<file path="config.mk">
export PLATFORM = sky130hd
export DESIGN_NAME = empc_top
export DESIGN_NICKNAME = d
export VERILOG_FILES = /design/src/hw/empc_pkg.sv /design/src/hw/empc_top.sv
export SDC_FILE = /design/constraint.sdc
export NUM_CORES = 1
export LEC_CHECK = 0
export ABC_AREA = 1
export BUFFER_PORTS_ARGS = -buffer_cell sky130_fd_sc_hd__buf_2
export CORE_ASPECT_RATIO = 0.7
export CORE_MARGIN = 3
export CORE_UTILIZATION = 45
export DETAILED_ROUTE_END_ITERATION = 8
export GPL_TIMING_DRIVEN = 0
export PLACE_DENSITY = 0.94
export SKIP_CTS_REPAIR_TIMING = 1
export SYNTH_ARGS = -nofsm -noshare
export SYNTH_HDL_FRONTEND = slang
export SYNTH_SLANG_ARGS = --single-unit
</file>
<file path="constraint.sdc">
create_clock -name clk -period 3.9 [get_ports clk]
set_clock_uncertainty 0.2 [all_clocks]
set_input_delay 0.39 -clock clk [delete_from_list [all_inputs] [get_ports clk]]
set_output_delay 0.39 -clock clk [all_outputs]
set_load 0.05 [all_outputs]
</file>
<file path="src/hw/empc_pkg.sv">
// Purpose: shared constants and types for the emulation mode pin control block
// Assumes: straps are static while running
// Notes: all pin groups are active low where named _n
package empc_pkg;
	localparam int ADDR_W = 20;
	localparam int ADDR18_BIT = 18;
	localparam int DATA_W = 8;
	localparam int RST_STRETCH = 16;
	localparam int RST_CNT_W = 5;
	localparam logic [RST_CNT_W-1:0] RST_CNT_ZERO = 5'h00;
	localparam logic [RST_CNT_W-1:0] RST_CNT_ONE = 5'h01;
	localparam logic [RST_CNT_W-1:0] RST_CNT_LOAD = 5'h10;
	localparam logic [1:0] STRAP_NORMAL = 2'h0;
	localparam logic [1:0] STRAP_ADAPTER = 2'h1;
	localparam logic [1:0] STRAP_PROBE = 2'h2;
	localparam logic [1:0] STRAP_TEST = 2'h3;

	typedef enum logic [3:0] {
		EMPC_NORMAL = 4'h1,
		EMPC_ADAPTER = 4'h2,
		EMPC_PROBE = 4'h4,
		EMPC_TEST = 4'h8
	} empc_mode_t;

	// core-side bus values produced by the on-chip processor
	typedef struct packed {
		logic [ADDR_W-1:0] addr;
		logic [DATA_W-1:0] data;
		logic data_oe;
		logic core_clock_out;
		logic opcode_fetch_n;
		logic mem_request_n;
		logic io_request_n;
		logic rd_n;
		logic wr_n;
		logic refresh_cycle_n;
		logic halt_n;
		logic cycle_status_out;
		logic bus_grant_ack_n;
		logic periph_enable_clk;
		logic async_ch0_tx;
		logic async_ch1_tx;
		logic async_ch0_send_request_n;
	} empc_core_t;

	// pin drive values and enables (enable high = device drives)
	typedef struct packed {
		logic [ADDR_W-1:0] addr_o;
		logic [ADDR_W-1:0] addr_oe;
		logic [DATA_W-1:0] data_o;
		logic data_oe;
		logic [15:0] ctl_o;
		logic [15:0] ctl_oe;
	} empc_pins_t;

	// positions inside ctl_o / ctl_oe
	localparam int C_CLK = 0;
	localparam int C_FETCH = 1;
	localparam int C_MEM_REQUEST_N = 2;
	localparam int C_IO_REQUEST_N = 3;
	localparam int C_RD = 4;
	localparam int C_WR = 5;
	localparam int C_REFRESH_CYCLE_N = 6;
	localparam int C_HALT = 7;
	localparam int C_STAT = 8;
	localparam int C_BACK = 9;
	localparam int C_ECLK = 10;
	localparam int C_TX0 = 11;
	localparam int C_TX1 = 12;
	localparam int C_ASYNC_CH0_SEND_REQUEST_N = 13;
	localparam int C_WAIT = 14;
	localparam int C_IRQ0 = 15;
endpackage

</file>
<file path="src/hw/empc_top.sv">
// Purpose: strap-selected pin direction, power-down pin states, reset stretch
// Assumes: straps and reset pin are asynchronous and pass two flip-flops
// Notes: all outputs registered; enables high while the device drives
`timescale 1ns/100ps
module empc_top import empc_pkg::*; (
	input wire logic clk,
	input wire logic nrst,
	input wire logic mode_strap_low,
	input wire logic mode_strap_high,
	input wire logic reset_pin_n,
	input wire logic core_power_down,
	input wire logic core_wait_req_n,
	input wire logic irq0_assert,
	input wire empc_core_t core,
	input wire logic mem_read_strobe_n,
	input wire logic mem_write_strobe_n,
	input wire logic boot_mem_select_n,
	input wire logic work_mem_select_n,
	input wire logic io_select_n,
	input wire logic sel_mrd_pin,
	input wire logic sel_mwr_pin,
	input wire logic sel_io_select_n_pin,
	input wire logic sel_addr18_pin,
	input wire logic timer_out,
	input wire logic serial_div2,
	output empc_pins_t pins,
	output logic mem_strobe_o_n,
	output logic mem_strobe_oe,
	output logic mem_wstrobe_o_n,
	output logic mem_wstrobe_oe,
	output logic boot_mem_select_o_n,
	output logic work_mem_select_o_n,
	output logic io_select_o_n,
	output logic io_select_oe,
	output logic outputs_enable,
	output logic osc_enable,
	output logic core_drives_bus,
	output logic host_if_enable,
	output logic serial_clk_div2,
	output logic int_reset_n,
	output empc_mode_t mode
);
	logic [1:0] strap_s1_q, strap_s2_q;
	logic rst_s1_q, rst_s2_q;
	logic mode_valid_q;
	empc_mode_t mode_d, mode_q;
	logic [RST_CNT_W-1:0] cnt_d, cnt_q;
	logic irst_d, irst_q;
	empc_pins_t pins_d, pins_q;
	logic mrd_d, mrd_oe_d, mwr_d, mwr_oe_d, boot_d, work_d, io_select_n_d, io_select_n_oe_d;
	logic mrd_q, mrd_oe_q, mwr_q, mwr_oe_q, boot_q, work_q, io_select_n_q, io_select_n_oe_q;
	logic oen_d, osc_d, core_d, host_d, div_d;
	logic oen_q, osc_q, core_q, host_q, div_q;
	logic norm, adap, probe;

	// strap sync keeps sampling through nrst: a reset value here would hide the
	// real strap from the one-shot mode latch at release
	always_ff @(posedge clk) begin
		strap_s1_q <= {mode_strap_high, mode_strap_low};
		strap_s2_q <= strap_s1_q;
	end

	// reset pin sync; held low through nrst so internal reset starts asserted
	always_ff @(posedge clk or negedge nrst) begin
		if (!nrst) begin
			rst_s1_q <= 1'b0;
			rst_s2_q <= 1'b0;
		end else begin
			rst_s1_q <= reset_pin_n;
			rst_s2_q <= rst_s1_q;
		end
	end

	// mode latched once after release, then fixed
	always_comb begin
		mode_d = mode_q;
		if (!mode_valid_q) begin
			unique case (strap_s2_q)
				STRAP_NORMAL: mode_d = EMPC_NORMAL;
				STRAP_ADAPTER: mode_d = EMPC_ADAPTER;
				STRAP_PROBE: mode_d = EMPC_PROBE;
				STRAP_TEST: mode_d = EMPC_TEST;
			endcase
		end
	end

	always_ff @(posedge clk or negedge nrst) begin
		if (!nrst) begin
			mode_q <= EMPC_NORMAL;
			mode_valid_q <= 1'b0;
		end else begin
			mode_q <= mode_d;
			// valid rises on the first edge after release and stays until nrst
			mode_valid_q <= 1'b1;
		end
	end

	assign norm = (mode_q == EMPC_NORMAL) && mode_valid_q;
	assign adap = (mode_q == EMPC_ADAPTER) && mode_valid_q;
	// test strap is handled as probe; nothing drives before the mode is latched
	assign probe = (mode_q == EMPC_PROBE) || (mode_q == EMPC_TEST) || !mode_valid_q;

	// internal reset: stretched in normal mode, direct in adapter mode
	// before the mode is latched the stretch path runs, so every boot starts in reset
	always_comb begin
		cnt_d = cnt_q;
		irst_d = irst_q;
		if (adap) begin
			cnt_d = RST_CNT_ZERO;
			irst_d = rst_s2_q;
		end else if (!rst_s2_q) begin
			cnt_d = RST_CNT_LOAD;
			irst_d = 1'b0;
		end else if (cnt_q != RST_CNT_ZERO) begin
			cnt_d = cnt_q - RST_CNT_ONE;
			irst_d = 1'b0;
		end else begin
			irst_d = 1'b1;
		end
	end

	always_ff @(posedge clk or negedge nrst) begin
		if (!nrst) begin
			cnt_q <= RST_CNT_LOAD;
			irst_q <= 1'b0;
		end else begin
			cnt_q <= cnt_d;
			irst_q <= irst_d;
		end
	end

	// pin drive and enables
	always_comb begin
		pins_d = '0;
		pins_d.addr_o = core.addr;
		pins_d.data_o = core.data;
		pins_d.ctl_o[C_CLK] = core.core_clock_out;
		pins_d.ctl_o[C_FETCH] = core.opcode_fetch_n;
		pins_d.ctl_o[C_MEM_REQUEST_N] = core.mem_request_n;
		pins_d.ctl_o[C_IO_REQUEST_N] = core.io_request_n;
		pins_d.ctl_o[C_RD] = core.rd_n;
		pins_d.ctl_o[C_WR] = core.wr_n;
		pins_d.ctl_o[C_REFRESH_CYCLE_N] = core.refresh_cycle_n;
		pins_d.ctl_o[C_HALT] = core.halt_n;
		pins_d.ctl_o[C_STAT] = core.cycle_status_out;
		pins_d.ctl_o[C_BACK] = core.bus_grant_ack_n;
		pins_d.ctl_o[C_ECLK] = core.periph_enable_clk;
		pins_d.ctl_o[C_TX0] = core.async_ch0_tx;
		pins_d.ctl_o[C_TX1] = core.async_ch1_tx;
		pins_d.ctl_o[C_ASYNC_CH0_SEND_REQUEST_N] = core.async_ch0_send_request_n;
		pins_d.ctl_o[C_WAIT] = core_wait_req_n;
		// interrupt-0 is open drain: level fixed low, only the enable moves
		pins_d.ctl_o[C_IRQ0] = 1'b0;
		// address 18 carries the timer when the pin-mux does not route the address bit
		if (!sel_addr18_pin) begin
			pins_d.addr_o[ADDR18_BIT] = timer_out;
		end
		if (norm) begin
			pins_d.addr_oe = '1;
			pins_d.data_oe = core.data_oe;
			pins_d.ctl_oe = '1;
			pins_d.ctl_oe[C_WAIT] = 1'b0;
			pins_d.ctl_oe[C_IRQ0] = 1'b0;
			if (core_power_down) begin
				pins_d.addr_oe = '0;
				pins_d.data_oe = 1'b0;
				pins_d.ctl_oe[C_RD] = 1'b0;
				pins_d.ctl_oe[C_WR] = 1'b0;
				// timer output keeps driving; only a routed address bit floats
				if (!sel_addr18_pin) begin
					pins_d.addr_oe[ADDR18_BIT] = 1'b1;
				end
			end
		end else if (adap) begin
			// core pins become inputs; only wait, interrupt-0 and data drive
			pins_d.data_oe = core.data_oe;
			pins_d.ctl_oe[C_WAIT] = 1'b1;
			pins_d.ctl_oe[C_IRQ0] = irq0_assert;
			if (core_power_down) begin
				pins_d.data_oe = 1'b0;
			end
		end
		// other enables stay low in adapter and probe modes
	end

	// strobes and selects, power-down states
	always_comb begin
		mrd_d = mem_read_strobe_n;
		mwr_d = mem_write_strobe_n;
		boot_d = boot_mem_select_n;
		work_d = work_mem_select_n;
		io_select_n_d = io_select_n;
		mrd_oe_d = sel_mrd_pin && norm;
		mwr_oe_d = sel_mwr_pin && norm;
		io_select_n_oe_d = sel_io_select_n_pin && !probe;
		if (core_power_down) begin
			mrd_d = 1'b1;
			mwr_d = 1'b1;
			boot_d = 1'b1;
			work_d = 1'b1;
			io_select_n_oe_d = 1'b0;
		end
		// the shared pin carries memory request when it is not routed as a read strobe
		if (!sel_mrd_pin) begin
			mrd_d = core.mem_request_n;
		end
	end

	always_ff @(posedge clk or negedge nrst) begin
		if (!nrst) begin
			mrd_q <= 1'b1;
			mwr_q <= 1'b1;
			boot_q <= 1'b1;
			work_q <= 1'b1;
			io_select_n_q <= 1'b1;
			mrd_oe_q <= 1'b0;
			mwr_oe_q <= 1'b0;
			io_select_n_oe_q <= 1'b0;
		end else begin
			mrd_q <= mrd_d;
			mwr_q <= mwr_d;
			boot_q <= boot_d;
			work_q <= work_d;
			io_select_n_q <= io_select_n_d;
			mrd_oe_q <= mrd_oe_d;
			mwr_oe_q <= mwr_oe_d;
			io_select_n_oe_q <= io_select_n_oe_d;
		end
	end

	// global enables, oscillator, host interface and serial clock divider
	always_comb begin
		oen_d = !probe;
		osc_d = norm;
		core_d = norm;
		host_d = !probe && !core_power_down;
		// divide-by-two held off while internal reset is asserted
		div_d = serial_div2 && irst_q;
	end

	always_ff @(posedge clk or negedge nrst) begin
		if (!nrst) begin
			oen_q <= 1'b0;
			osc_q <= 1'b0;
			core_q <= 1'b0;
			host_q <= 1'b0;
			div_q <= 1'b0;
		end else begin
			oen_q <= oen_d;
			osc_q <= osc_d;
			core_q <= core_d;
			host_q <= host_d;
			div_q <= div_d;
		end
	end

	// pin drive register: every pin level and enable leaves from a flop
	always_ff @(posedge clk or negedge nrst) begin
		if (!nrst) begin
			pins_q <= '0;
		end else begin
			pins_q <= pins_d;
		end
	end

	assign pins = pins_q;
	assign mem_strobe_o_n = mrd_q;
	assign mem_strobe_oe = mrd_oe_q;
	assign mem_wstrobe_o_n = mwr_q;
	assign mem_wstrobe_oe = mwr_oe_q;
	assign boot_mem_select_o_n = boot_q;
	assign work_mem_select_o_n = work_q;
	assign io_select_o_n = io_select_n_q;
	assign io_select_oe = io_select_n_oe_q;
	assign outputs_enable = oen_q;
	assign osc_enable = osc_q;
	assign core_drives_bus = core_q;
	assign host_if_enable = host_q;
	assign serial_clk_div2 = div_q;
	assign int_reset_n = irst_q;
	assign mode = mode_q;
endmodule // empc_top

</file>
# ---- Yosys cells after proc, flatten, opt, wreduce, memory -nomap -nowiden
# Index checks and enable logic that the tools add are counted.
# W data, S select, Z words.
dict set report word_totals {
  reg_bits 109
  input_bits 62
  out_inout_bits 99
  elab_cells 73
}
dict set report classes {
  add_sub_neg 1
  n_eq_ne 8
  n_mux 24
  reduce_logical 14
}
# operator n
set op_table {}
lappend op_table {{$mux W20} 2}
lappend op_table {{$pmux W4 S4} 1}
lappend op_table {{$mux W5} 3}
lappend op_table {{$mux W1} 14}
lappend op_table {{$mux W14} 1}
lappend op_table {{$logic_and A1 B1 Y1} 7}
lappend op_table {{$mux W2} 3}
lappend op_table {{$reduce_bool A5 Y1} 1}
lappend op_table {{$sub A5 B1 Y5 const B} 1}
lappend op_table {{$eq A2 B2 Y1 const B} 2}
lappend op_table {{$eq A4 B1 Y1 const B} 1}
lappend op_table {{$eq A4 B2 Y1 const B} 1}
lappend op_table {{$eq A4 B3 Y1 const B} 1}
lappend op_table {{$eq A4 B4 Y1 const B} 1}
lappend op_table {{$logic_not A1 Y1} 3}
lappend op_table {{$ne A3 B1 Y1 const B} 1}
lappend op_table {{$eq A2 B1 Y1 const B} 1}
lappend op_table {{$logic_not A2 Y1} 1}
lappend op_table {{$logic_or A1 B1 Y1} 2}

# ---- Longest topological paths before layout
dict set report depth {
  word_depth 6
  ltp_mapped 6
  ltp_nobuf 6
}

# ---- Worst setup path after synthesis
# OpenSTA, ideal clock, no wires.
dict set report synth_timing {
  path_type {register -> output}
  from {register pins[58] (netlist name)}
  to {output pins[41] (netlist name)}
  arrival_time_ns 1.217
  required_time_ns 3.310
  path_slack_ns 2.093
  stages_incl_launch_ff 2
  n_path_buf 1
  cell_sequence {dfrtp_1 buf_4}
}
# element line_no
set synth_rtl {}
lappend synth_rtl {{end, declared} empc_top.sv:26} ;# output empc_pins_t pins,

==> impl_metrics.csv <==
group,metric,value,unit
status,violations,"hold timing",
logic_synthesis,syn_avg_cell_area,13.5,um2
global_routing,grt_first_pass_wirelength,8180,um
global_routing,antenna_found_initial,0,
finish,fillers,368,
detailed_routing,dr.pass1.iters,4,
finish,area_delta_synth_final,59.2,%
clock_tree,htreeDepth,3,
placed_design,place_ws,2.15,ns
floorplan,die_area,6680,um2
logic_synthesis,ys.flop_type,"dfrtp_1",
finish,final_util,75.9,%
detailed_routing,wire_per_inst,13.6,um
floorplan,core,5400,um2
timing,setup-violations-final,0,
pwr,p_leak,2.33,nW
finish,fin_cells,483,
clock_tree,clockBufferDepth,2,
timing,tns,0,ns
timing,fin_crit,2.13,ns
logic_synthesis,ys_ff_latch,77,
detailed_routing,met3_length,681,um
timing,whs,-0.0424,ns
logic_synthesis,yosysTopAreaCell,"dfrtp_1",
job,cap_violations,0,
detailed_routing,routed_via_density,4.20,
timing,clock.fmax,0.469,GHz
logic_synthesis,synth_largest_type_area_fraction,64.2,%
global_routing,grt_max_degree,74,
logic_synthesis,syn-cell-area,2570,um2
clock_tree,clk_pin_slew_worst_paths,0.07,ns
logic_synthesis,async_flop_share,94.8,%
setup_path,critPathMaxFanout,21,
setup_path,crit_required,3.31,ns
global_routing,grt_pass1_vias,1829,
detailed_routing,dr_total_vias,2029,
detailed_routing,m1WireLength,2060,um
floorplan,die_h,69.3,um
global_routing,grt_overflow,0,
detailed_routing,dr_wl_met2,3770,um
logic_synthesis,syn_inst,191,
setup_path,arrival,1.54,ns
global_routing,grtUsageTotal,16.5,%
clock_tree,numCtsBuffers,9,
clock_tree,root_buffer,"clkbuf_8",
timing,finalCritPeriodShare,54.7,%
logic_synthesis,ys_top_cells_by_count,"66 x dfrtp_1, 34 x buf_4, 21 x inv_1",
timing,setup_ws,1.77,ns
logic_synthesis,yosys-top-cells-area,"dfrtp_1 64%, buf_4 9.9%, dfstp_2 7.1%",
floorplan,ios,161,
clock_tree,insertion_delay,0.33,ns
floorplan,start_util,47.7,%
pwr,power_density,452,nW/um2
logic_synthesis,syn-num-nets,254,
placed_design,dpl_cell_area,3460,um2
floorplan,rows,22,
finish,layout-drive-gt1-share,55.0,%
clock_tree,tritoncts,"built",
worst_hold_path,hold_path_class,"in -> async",
finish,antenna_cells,0,
placed_design,gp_congestion,0.771,
placed_design,dp_hpwl,4120,um
timing,slew_headroom,43.0,%
setup_path,path_class,"reg -> out",
detailed_routing,top_layer,"met4",
placed_design,numPortBuffers,158,
logic_synthesis,synth-edff-count,0,
setup_path,crit_path_start_kind,"flop",
detailed_routing,ant_nets,0,
detailed_routing,wl,6570,um
floorplan,die_w,96.4,um
logic_synthesis,ys_types,24,
timing,hold_violations,57,
detailed_routing,drt_iter0_markers,59,
clock_tree,cts.sinks,77,
pwr,totalPowerFinal,1.85,mW
status,status,"finished, violations left",
timing,worst_pin_slew,0.855,ns
placed_design,dp.cells,421,
finish,layout.nets,469,
setup_path,cp-end-kind,"output pin",
pwr,vdd_ir_drop_max,0.000262,V
finish,fin_area,4100,um2
logic_synthesis,yosys.cell_count.top_type,"dfrtp_1",
timing,drv_slew,0,
detailed_routing,drc_errors,0,
logic_synthesis,yosysWarnings,0,
logic_synthesis,ys_seq_area_share,74.4,%
timing,rsz0062_at_grt,"no",
-- layer usage --
layer / up-vias / track usage, %
met5: - / 0
met4: 0 / 5.13
met3: 8 / 10.6
met2: 96 / 30.2
met1: 944 / 14.2
li1: 981 / -
-- power by group --
part | leakage [nW] | switching (mW) | total (mW) | internal, mW
registers | 0.911 | 0.0326 | 0.896 | 0.864
clock network | 0.0961 | 0.260 | 0.524 | 0.264
logic | 1.33 | 0.292 | 0.432 | 0.141
-- logic make-up after synthesis --
kind of cell / synth area share [%]
adder cells (fa/ha/maj): 0.486
XOR/XNOR: 0.340
flip-flops: 74.4
other: 0.292
multiplexers: 0.437
AND/OR/NAND/NOR: 8.65
buffers and inverters: 13.1
AO/OA/AOI/OAI: 2.24
-- flip-flops by register name (all words and copies together) (netlist names), 2 cells and up --
signal,cells
pins,49
mode,4
strap_s2_q,2
cnt_q,5
strap_s1_q,2
-- placed cells by master, fill, tap and decap left out, types with 2 or more instances in the layout --
master / netlist / routed
nor2_1: 9 / 9
o21ai_0: 2 / 2
dfstp_2: 7 / 7
nand3_1: 3 / 3
nand2_1: 17 / 17
or2_2: 4 / 4
o22ai_1: 3 / 3
buf_4: 34 / 35
clkbuf_1: 1 / 2
buf_2: 0 / 157
conb_1: 2 / 2
a21oi_1: 4 / 4
clkinv_2: 0 / 3
dlygate4sd3_1: 0 / 46
clkbuf_8: 0 / 11
dfxtp_1: 4 / 4
inv_1: 21 / 21
nand3_2: 2 / 2
nor2_2: 2 / 2
nand4_1: 3 / 3
dfrtp_1: 66 / 66
-- final timing paths --
kind | from | end | slack [ns] | cells after the start
hold / removal | nrst | pins[80] | -0.04 | 1
max in group asynchronous | nrst | pins[13] | 2.97 | 1
setup / recovery | pins[58] | pins[46] | 1.77 | 2
min in group clk | work_mem_select_n | work_mem_select_o_n | 0.04 | 2
hold reg to reg | strap_s1_q[0] | strap_s2_q[0] | 0.13 | 0
setup reg to reg | cnt_q[0] | cnt_q[1] | 2.49 | 6
-- critical path: stages, from the launching register on --
cell and delay (ns):
dfrtp_1 0.74, buf_4 0.22, buf_2 0.25
-- final cells by class --
| cell class | instances | area, um2 | area share (%) |
|---|---|---|---|
| timing repair buffer | 204 | 1250 | 30.6 |
| tap | 72 | 90.1 | 2.20 |
| buffer | 35 | 259 | 6.32 |
| clock inverter | 4 | 23.8 | 0.580 |
| clock buffer | 12 | 155 | 3.79 |
| inverter | 21 | 78.8 | 1.92 |
| sequential | 77 | 1920 | 46.8 |
| multi-input combinational | 58 | 320 | 7.82 |
Note: power is estimated with default switching activity, not from simulation.
